--- config.mk ---
export PLATFORM = sky130hd
export DESIGN_NAME = acq_cmd_handler
export DESIGN_NICKNAME = d
export VERILOG_FILES = /design/src/acq_cmd_pkg.sv /design/src/acq_cmd_handler.sv
export SDC_FILE = /design/constraint.sdc
export NUM_CORES = 1
export LEC_CHECK = 0
export ABC_AREA = 1
export BUFFER_PORTS_ARGS = -buffer_cell sky130_fd_sc_hd__buf_2
export CAP_MARGIN = 10
export CORE_MARGIN = 3
export CORE_UTILIZATION = 50
export CTS_CLUSTER_DIAMETER = 150
export DETAILED_ROUTE_END_ITERATION = 8
export PLACE_DENSITY = 0.76
export SYNTH_ARGS = -nofsm -noshare
export SYNTH_HDL_FRONTEND = slang
export SYNTH_SLANG_ARGS = --single-unit
export TNS_END_PERCENT = 50
--- constraint.sdc ---
create_clock -name clk -period 3.05 [get_ports clk]
set_input_delay 0.61 -clock clk [delete_from_list [all_inputs] [get_ports clk]]
set_output_delay 0.61 -clock clk [all_outputs]
set_load 0.005 [all_outputs]
--- src/acq_cmd_pkg.sv ---
/*
  Constants for the acquisition command handler: command codes, reply codes,
  field positions, mode and action encodings, settings limits.
  Assumes nothing beyond a SystemVerilog compiler.
*/
package acq_cmd_pkg;
  localparam logic [15:0] CMD_RECONFIG     = 16'h0002;
  localparam logic [15:0] CMD_SET_MODE     = 16'h0003;
  localparam logic [15:0] CMD_GET_MODE     = 16'h0004;
  localparam logic [15:0] CMD_SET_SETTINGS = 16'h0005;
  localparam logic [15:0] CMD_GET_SETTINGS = 16'h0006;
  localparam logic [15:0] CMD_SET_ACTION   = 16'h0007;
  localparam logic [15:0] CMD_GET_ACTION   = 16'h0008;
  localparam logic [15:0] CMD_SET_TMASK    = 16'h0009;
  localparam logic [15:0] CMD_GET_TMASK    = 16'h000A;
  localparam logic [15:0] CMD_SRAM_WRITE   = 16'h000B;
  localparam logic [15:0] CMD_SRAM_READ    = 16'h000C;
  localparam logic [15:0] REPLY_FLAG       = 16'h8000;
  localparam logic [15:0] ERR_FW_UNKNOWN   = 16'h7F04;
  localparam logic [15:0] DST_BCAST        = 16'h8000;

  localparam logic [3:0] MODE_IDLE    = 4'h0;
  localparam logic [3:0] MODE_SCOPE   = 4'h1;
  localparam logic [3:0] MODE_SINGLES = 4'h2;
  localparam logic [3:0] ACT_RESET    = 4'h0;
  localparam logic [3:0] ACT_STOP     = 4'h1;
  localparam logic [3:0] ACT_RUN      = 4'h2;

  localparam logic [31:0] SETTINGS_RESET = 32'h0000_0000;
  localparam logic [31:0] TMASK_RESET    = 32'h0000_0000;
  localparam logic [31:0] SCOPE_FIELDS   = 32'h0F0F_1FF0;
  localparam logic [31:0] SINGLES_FIELDS = 32'h000F_000F;
  localparam logic [3:0]  SCOPE_FORMAT   = 4'h1;

  localparam int TOTAL_LSB = 4;
  localparam int TOTAL_W   = 9;
  localparam int PRE_LSB   = 16;
  localparam int WIN_LSB   = 24;
  localparam int INTEG_LSB = 0;
  localparam int START_LSB = 16;
  localparam int NIB_W     = 4;

  localparam int SINGLES_TRIG_BIN = 16;
  localparam int EVENT_TICKS      = 12;
  localparam int SLICE_WIDTH      = 4;
  localparam int PIPE_STAGES      = (EVENT_TICKS + SLICE_WIDTH - 1) / SLICE_WIDTH + 1;
endpackage : acq_cmd_pkg

--- src/acq_cmd_handler.sv ---
/*
  Node-side command interpreter for acquisition control and SRAM access.
  Assumes commands arrive as a one-cycle strobe from logic on clk, that the
  SRAM answers a read with a one-cycle valid strobe, and that the flash
  loader reports completion with a one-cycle done strobe.
*/
// Contract
// - Reconfigure children on command and power-up
// - Set-mode stores payload bits 3:0
// - Get-mode returns stored mode
// - Set-settings stores word per current mode
// - Scope settings layout, format nibble 0001
// - Singles: integration length and start point
// - Singles trigger fixed at bin sixteen
// - Singles baseline spans bins zero to 16-B
// - Singles pipeline depth is build constant
// - Oversized settings clamp, reply shows clamp
// - Get-settings returns stored word
// - Set-action stores payload bits 3:0
// - Reset action restores mode and settings
// - Get-action returns stored action
// - Set-mask stores per-channel trigger enables
// - Get-mask returns stored mask
// - SRAM write stores payload, address increments
// - SRAM read at payload address, increments
// - Reply id has top bit set, except the unknown-command reply
// - Unknown command answered 0x7F04
// - Broadcast destination accepted like addressed
`timescale 1ns/1ps
`default_nettype none
module acq_cmd_handler
  import acq_cmd_pkg::*;
#(
  parameter int ADDR_W    = 20,
  parameter int MAX_TOTAL = 511
) (
  // Clock and reset
  input  wire logic              clk,
  input  wire logic              rst_n,
  // Command in
  input  wire logic              cmd_valid,
  input  wire logic [15:0]       cmd_id,
  input  wire logic [15:0]       cmd_dst,
  input  wire logic [31:0]       cmd_payload,
  // Reply out
  output var  logic              rsp_valid,
  output var  logic [15:0]       rsp_id,
  output var  logic [15:0]       rsp_src,
  output var  logic [31:0]       rsp_payload,
  output var  logic              busy,
  // Child configuration loader
  output var  logic              cfg_start,
  input  wire logic              cfg_done,
  // External SRAM
  output var  logic              sram_we,
  output var  logic              sram_re,
  output var  logic [ADDR_W-1:0] sram_addr,
  output var  logic [31:0]       sram_wdata,
  input  wire logic              sram_rvalid,
  input  wire logic [31:0]       sram_rdata,
  // Acquisition controls
  output var  logic [3:0]        acq_mode,
  output var  logic [3:0]        acq_action,
  output var  logic [31:0]       acq_settings,
  output var  logic [31:0]       trig_enable,
  output var  logic [8:0]        scope_total,
  output var  logic [3:0]        scope_pre,
  output var  logic [3:0]        scope_window,
  output var  logic [3:0]        singles_length,
  output var  logic [3:0]        singles_start,
  output var  logic [4:0]        singles_trig_bin,
  output var  logic [4:0]        baseline_end,
  output var  logic [3:0]        pipe_depth
);

  initial begin
    if (ADDR_W < 1 || ADDR_W > 32) $error("ADDR_W out of range");
    if (MAX_TOTAL < 1 || MAX_TOTAL > 511) $error("MAX_TOTAL out of range");
  end

  typedef enum logic [3:0] {
    ST_BOOT  = 4'b0001,
    ST_CFG   = 4'b0010,
    ST_IDLE  = 4'b0100,
    ST_SRAMR = 4'b1000
  } state_t;

  typedef struct packed {
    state_t            st;
    logic              rsp_valid;
    logic [15:0]       rsp_id;
    logic [15:0]       rsp_src;
    logic [31:0]       rsp_payload;
    logic              cfg_start;
    logic              sram_we;
    logic              sram_re;
    logic [ADDR_W-1:0] addr;
    logic [31:0]       wdata;
    logic [3:0]        mode;
    logic [3:0]        action;
    logic [31:0]       settings;
    logic [31:0]       tmask;
    logic              cfg_pending;
    logic [15:0]       pend_id;
    logic [15:0]       pend_src;
    logic              busy;
    logic [ADDR_W-1:0] sram_addr;
    logic [4:0]        bline;
  } regs_t;

  regs_t q;
  regs_t d;

  logic [31:0] clamped;
  logic [8:0]  req_total;

  always_comb begin
    clamped   = 32'h0000_0000;
    req_total = cmd_payload[TOTAL_LSB +: TOTAL_W];
    if (q.mode == MODE_SCOPE) begin
      clamped = cmd_payload & SCOPE_FIELDS;
      clamped[NIB_W-1:0] = SCOPE_FORMAT;
      if (int'(req_total) > MAX_TOTAL) begin
        clamped[TOTAL_LSB +: TOTAL_W] = 9'(MAX_TOTAL);
      end
    end else if (q.mode == MODE_SINGLES) begin
      clamped = cmd_payload & SINGLES_FIELDS;
    end else begin
      clamped = cmd_payload;
    end
  end

  always_comb begin
    d           = q;
    d.rsp_valid = 1'b0;
    d.cfg_start = 1'b0;
    d.sram_we   = 1'b0;
    d.sram_re   = 1'b0;
    unique case (q.st)
      ST_BOOT: begin
        d.cfg_start = 1'b1;
        d.st        = ST_CFG;
      end
      ST_CFG: begin
        if (cfg_done) begin
          d.st = ST_IDLE;
          if (q.cfg_pending) begin
            d.rsp_valid   = 1'b1;
            d.rsp_id      = q.pend_id | REPLY_FLAG;
            d.rsp_src     = q.pend_src;
            d.rsp_payload = 32'h0000_0000;
            d.cfg_pending = 1'b0;
          end
        end
      end
      ST_SRAMR: begin
        if (sram_rvalid) begin
          d.st          = ST_IDLE;
          d.rsp_valid   = 1'b1;
          d.rsp_id      = q.pend_id | REPLY_FLAG;
          d.rsp_src     = q.pend_src;
          d.rsp_payload = sram_rdata;
        end
      end
      ST_IDLE: begin
        if (cmd_valid) begin
          // Broadcast bit does not change handling
          d.rsp_src  = cmd_dst;
          d.pend_src = cmd_dst;
          d.pend_id  = cmd_id;
          d.rsp_id      = cmd_id | REPLY_FLAG;
          d.rsp_valid   = 1'b1;
          d.rsp_payload = 32'h0000_0000;
          unique case (cmd_id)
            CMD_RECONFIG: begin
              d.rsp_valid   = 1'b0;
              d.cfg_start   = 1'b1;
              d.cfg_pending = 1'b1;
              d.st          = ST_CFG;
            end
            CMD_SET_MODE: begin
              d.mode        = cmd_payload[NIB_W-1:0];
              d.rsp_payload = {28'h000_0000, cmd_payload[NIB_W-1:0]};
            end
            CMD_GET_MODE: d.rsp_payload = {28'h000_0000, q.mode};
            CMD_SET_SETTINGS: begin
              d.settings    = clamped;
              d.rsp_payload = clamped;
            end
            CMD_GET_SETTINGS: d.rsp_payload = q.settings;
            CMD_SET_ACTION: begin
              d.action      = cmd_payload[NIB_W-1:0];
              d.rsp_payload = {28'h000_0000, cmd_payload[NIB_W-1:0]};
              if (cmd_payload[NIB_W-1:0] == ACT_RESET) begin
                d.mode     = MODE_IDLE;
                d.settings = SETTINGS_RESET;
              end
            end
            CMD_GET_ACTION: d.rsp_payload = {28'h000_0000, q.action};
            CMD_SET_TMASK: begin
              d.tmask       = cmd_payload;
              d.rsp_payload = cmd_payload;
            end
            CMD_GET_TMASK: d.rsp_payload = q.tmask;
            CMD_SRAM_WRITE: begin
              d.sram_we     = 1'b1;
              d.wdata       = cmd_payload;
              d.addr        = q.addr + 1'b1;
              d.rsp_payload = cmd_payload;
            end
            CMD_SRAM_READ: begin
              // Read at given address then advance
              d.rsp_valid = 1'b0;
              d.sram_re   = 1'b1;
              d.addr      = cmd_payload[ADDR_W-1:0];
              d.st        = ST_SRAMR;
            end
            default: begin
              d.rsp_id = ERR_FW_UNKNOWN;
            end
          endcase
        end
      end
      default: d.st = ST_IDLE;
    endcase
    // Address advance when the read data returns
    if (q.st == ST_SRAMR && sram_rvalid) begin
      d.addr = q.addr + 1'b1;
    end
    // Access address: write at old address, read at payload
    if (d.sram_we || d.sram_re) begin
      d.sram_addr = d.sram_re ? d.addr : q.addr;
    end
    // Baseline end is 16 minus B
    d.bline = 5'(SINGLES_TRIG_BIN) - {1'b0, d.settings[START_LSB +: NIB_W]};
    d.busy  = (d.st != ST_IDLE);
  end

  always_ff @(posedge clk) begin
    if (!rst_n) begin
      q             <= '0;
      q.st          <= ST_BOOT;
      q.mode        <= MODE_IDLE;
      q.action      <= ACT_RESET;
      q.settings    <= SETTINGS_RESET;
      q.tmask       <= TMASK_RESET;
      q.busy        <= 1'b1;
      q.bline       <= 5'(SINGLES_TRIG_BIN);
    end else begin
      q <= d;
    end
  end

  assign rsp_valid      = q.rsp_valid;
  assign rsp_id         = q.rsp_id;
  assign rsp_src        = q.rsp_src;
  assign rsp_payload    = q.rsp_payload;
  assign busy           = q.busy;
  assign cfg_start      = q.cfg_start;
  assign sram_we        = q.sram_we;
  assign sram_re        = q.sram_re;
  assign sram_addr      = q.sram_addr;
  assign sram_wdata     = q.wdata;
  assign acq_mode       = q.mode;
  assign acq_action     = q.action;
  assign acq_settings   = q.settings;
  assign trig_enable    = q.tmask;
  assign scope_total    = q.settings[TOTAL_LSB +: TOTAL_W];
  assign scope_pre      = q.settings[PRE_LSB +: NIB_W];
  assign scope_window   = q.settings[WIN_LSB +: NIB_W];
  assign singles_length = q.settings[INTEG_LSB +: NIB_W];
  assign singles_start  = q.settings[START_LSB +: NIB_W];
  assign singles_trig_bin = 5'(SINGLES_TRIG_BIN);
  assign baseline_end   = q.bline;
  assign pipe_depth     = 4'(PIPE_STAGES);

  a_reply_flag: assert property (@(posedge clk) disable iff (!rst_n)
    rsp_valid && rsp_id != ERR_FW_UNKNOWN |-> rsp_id[15]);
  a_mode_echo: assert property (@(posedge clk) disable iff (!rst_n)
    q.st == ST_IDLE && cmd_valid && cmd_id == CMD_GET_MODE |=> rsp_valid && rsp_payload == {28'h0, $past(q.mode)});
  a_mode_store: assert property (@(posedge clk) disable iff (!rst_n)
    q.st == ST_IDLE && cmd_valid && cmd_id == CMD_SET_MODE |=> acq_mode == $past(cmd_payload[3:0]));
  a_reset_defaults: assert property (@(posedge clk) disable iff (!rst_n)
    q.st == ST_IDLE && cmd_valid && cmd_id == CMD_SET_ACTION && cmd_payload[3:0] == ACT_RESET
    |=> acq_mode == MODE_IDLE && acq_settings == SETTINGS_RESET);
  a_unknown_err: assert property (@(posedge clk) disable iff (!rst_n)
    q.st == ST_IDLE && cmd_valid && cmd_id == 16'h0001 |=> rsp_valid && rsp_id == ERR_FW_UNKNOWN);
  a_mask_echo: assert property (@(posedge clk) disable iff (!rst_n)
    q.st == ST_IDLE && cmd_valid && cmd_id == CMD_GET_TMASK |=> rsp_valid && rsp_payload == $past(trig_enable));
  a_wr_advance: assert property (@(posedge clk) disable iff (!rst_n)
    q.st == ST_IDLE && cmd_valid && cmd_id == CMD_SRAM_WRITE |=> sram_we && q.addr == $past(q.addr) + 1'b1);
  a_scope_clamp: assert property (@(posedge clk) disable iff (!rst_n)
    q.st == ST_IDLE && cmd_valid && cmd_id == CMD_SET_SETTINGS && q.mode == MODE_SCOPE
    |=> int'(scope_total) <= MAX_TOTAL && rsp_payload == acq_settings);
  a_boot_cfg: assert property (@(posedge clk)
    !rst_n ##1 rst_n |=> cfg_start);
  a_trig_bin: assert property (@(posedge clk) disable iff (!rst_n)
    singles_trig_bin == 5'd16);
  a_mask_store: assert property (@(posedge clk) disable iff (!rst_n)
    q.st == ST_IDLE && cmd_valid && cmd_id == CMD_SET_TMASK |=> trig_enable == $past(cmd_payload));
  a_baseline_end: assert property (@(posedge clk) disable iff (!rst_n)
    baseline_end == 5'(SINGLES_TRIG_BIN) - {1'b0, singles_start});
  a_busy_refuse: assert property (@(posedge clk) disable iff (!rst_n)
    busy && cmd_valid
    |=> acq_mode == $past(acq_mode) && trig_enable == $past(trig_enable) && acq_settings == $past(acq_settings));
  a_read_return: assert property (@(posedge clk) disable iff (!rst_n)
    q.st == ST_SRAMR && sram_rvalid
    |=> rsp_valid && rsp_payload == $past(sram_rdata) && q.addr == $past(q.addr) + 1'b1);
  a_settings_echo: assert property (@(posedge clk) disable iff (!rst_n)
    q.st == ST_IDLE && cmd_valid && cmd_id == CMD_GET_SETTINGS |=> rsp_valid && rsp_payload == $past(acq_settings));
  a_action_echo: assert property (@(posedge clk) disable iff (!rst_n)
    q.st == ST_IDLE && cmd_valid && cmd_id == CMD_GET_ACTION |=> rsp_payload == {28'h000_0000, $past(acq_action)});
  a_singles_fields: assert property (@(posedge clk) disable iff (!rst_n)
    q.st == ST_IDLE && cmd_valid && cmd_id == CMD_SET_SETTINGS && q.mode == MODE_SINGLES
    |=> acq_settings == ($past(cmd_payload) & SINGLES_FIELDS));

endmodule : acq_cmd_handler
`default_nettype wire

==> flow_metrics.tcl <==
set metrics [dict create \
    status "finished clean" \
    synth.top_cell.area_share 0.387 \
    synth_ff_type "dfxtp_1" \
    insertedDiodeCount 0 \
    postSynth.asyncResetShare 0 \
    ios 333 \
    hold_buffers 0 \
    required_ns 3.50 \
    rsz0062_at_grt "false" \
    clkSinkCount 253 \
    root_buffer "clkbuf_16" \
    worst_pin_slew_ns 0.778 \
    cts_repair_resize_count 0 \
    antenna_left 0 \
    routedWlPerCell_um 18.9 \
    drive_gt1_frac 0.224 \
    grtUsageTotal 0.288 \
    placed_cell_area_um2 13300 \
    grt_pass1_wl_mm 65.5 \
    fmax_ghz 0.423 \
    synth_edf_count 0 \
    design_area_um2 14200 \
    dieArea_um2 28100 \
    synth.most_common_cell "nand2_1" \
    cp-start-kind "flop" \
    clkLatencyLatePin_ns 0.55 \
    dp_hpwl_mm 31.1 \
    finalCritPeriodShare 0.775 \
    hold_path_class "input pin to flop" \
    cp_slowest_stage_delay_ns 0.56 \
    slowest_stage "inv_1" \
    synthTopCellsByCount "nand2_1 (315), dfxtp_1 (253), buf_4 (237)" \
    setup_ws_ns 0.686 \
    synthCells 1822 \
    worstPathCellList "inv_1 > nor2_1 > nand2_1 > nor2_2 > inv_1 > nand2_1 > buf_4 > nand3_1 > nand3_1 > nand2_1 > inv_1" \
    end_kind "flop" \
    drcViolationCount 0 \
    p_total_uw 7400 \
    clock_skew_ns 0.00702 \
    tritoncts "built" \
    dr.pass1.iters 6 \
    htree_num_levels 1 \
    port_buffers 323 \
    die-height_um 168 \
    use_met3 0.0482 \
    syn_avg_cell_area_um2 7.18 \
    relSlewSlack 0.481 \
    vdd_drop_max_mv 0.370 \
    dieWidth_um 168 \
    finalCriticalPeriod_ns 2.36 \
    cts_inserted_buffers 28 \
    row_count 58 \
    clkTransAtPathRegs_ns 0.06 \
    netlist_area_um2 13100 \
    area_growth_pct 8.51 \
    first_iter_violations 1297 \
    wl_mm 42.2 \
    grt_pass1_vias 11700 \
    core-area_um2 25500 \
    worstPathArrival_ns 2.81 \
    cts_max_path_buffers 3 \
    use_met1 0.379 \
    n_fill_cell 2444 \
    power_density_nw_per_um2 521 \
    critPathKind "flop to flop" \
    report.final.slew_viol_count 0 \
    setup-tns-final_ns 0 \
    grt.busiest_layer "met2" \
    grt.overflow.total 0 \
    antenna_found_initial 2 \
    synth.top_cells.by_area "dfxtp_1 (39%), buf_4 (14%), nand2_1 (9.0%)" \
    pre_cts_slack_ns 0.193 \
    routed_via_density 5.52 \
    grt_max_degree 64 \
    ys_warn_count 0 \
    vias 12341 \
    synth_cell_type_count 39 \
    globalRouteMet2Util 0.477 \
    nets 1989 \
    synth.ff_latch_count 253 \
    yosys.area.top_type "dfxtp_1" \
    hold_violations 0 \
    p_leak_uw 0.00668 \
    routabilityCongestion 0.949 \
    postCtsSetupRepairBufs 0 \
    maxCapViolations 0 \
    worstPathMaxFanout 20 \
    synth_seq_area_share 0.387 \
    final-seq-area_um2 5060 \
    setup_violations 0 \
    initial_core_util 0.513 \
    dp_cells 2186 \
    multi_input_area_um2 5300 \
    instances_no_fill 2234 \
]
==> critical path: cells and delay by family (launching register included) <==
family / cells / cell delay [ns]
and+or+nand+nor: 7 / 0.94
buffers and inverters: 4 / 0.99
DFF: 1 / 0.31
==> flip-flops by register name, summed over array words and instances (netlist names) <==
signal        count
rsp_valid         1
rsp_payload      32
acq_mode          4
cfg_start         1
rsp_id           16
trig_enable      32
sram_addr        20
busy              1
acq_action        4
rsp_src          16
q                56
sram_re           1
baseline_end      4
sram_we           1
sram_wdata       32
acq_settings     32
==> path summary, 6_finish.rpt <==
| path | start | endpoint | slack, ns | cells past startpoint |
|---|---|---|---|---|
| setup reg to reg | q[254]$_SDFF_PN0_ | sram_addr[17]$_SDFFE_PN0P_ | 0.69 | 11 |
| hold / removal | cmd_dst[7] | q[33]$_SDFFE_PN0P_ | 0.34 | 3 |
| setup / recovery | q[254]$_SDFF_PN0_ | sram_addr[17]$_SDFFE_PN0P_ | 0.69 | 11 |
| hold reg to reg | q[55]$_SDFFE_PN0P_ | q[55]$_SDFFE_PN0P_ | 0.45 | 2 |
==> power by group <==
group          internal, uW  total [uW]  switching [uW]
registers              3380        3420            41.3
logic                   168         485             316
clock network          2110        3490            1380
==> cell type report <==
type,instances,area share
clock buffer,38,0.0549
clock inverter,10,0.0108
inverter,142,0.0377
multi-input combinational,1105,0.374
sequential,253,0.357
tap,330,0.0291
timing repair buffer,356,0.137
==> kinds of logic (layout without fill, tap and decap cells) <==
group | Yosys count | in the layout | synth area share
DFF | 253 | 253 | 0.387
AOI/OAI and AO/OA | 453 | 453 | 0.183
xor gates and xnor gates | 5 | 5 | 0.00335
other | 2 | 9 | 0.000574
adders and majority gates | 2 | 2 | 0.00191
and+or+nand+nor | 636 | 636 | 0.215
buffers and inverters | 471 | 546 | 0.209
==> placed cells by master, fill, tap and decap left out, types with 29 or more instances in the layout <==
master	Yosys	routed
nor2_1	105	104
a21oi_1	220	220
o21ai_0	164	164
nand4_1	37	37
inv_1	131	131
nand3_1	145	145
buf_2	22	322
nand2_1	315	315
a211oi_1	29	29
dfxtp_1	253	253
clkbuf_16	0	29
==> routing by layer <==
layer / wire length [um] / vias to the layer above
met5: 28 / -
met3: 3190 / 101
met1: 17700 / 5657
met2: 19600 / 614
met4: 1700 / 4
li1: - / 5965
==> stage by stage <==
step | util | hold slack (ns)
after global placement | 0.520 | 0.434
after detailed placement | 0.520 | 0.438
after floorplan | - | 0.424
final | 0.557 | 0.339
after CTS | 0.557 | 0.320
after global routing | 0.557 | 0.342
No activity file was read; power rests on OpenSTA's default activity.
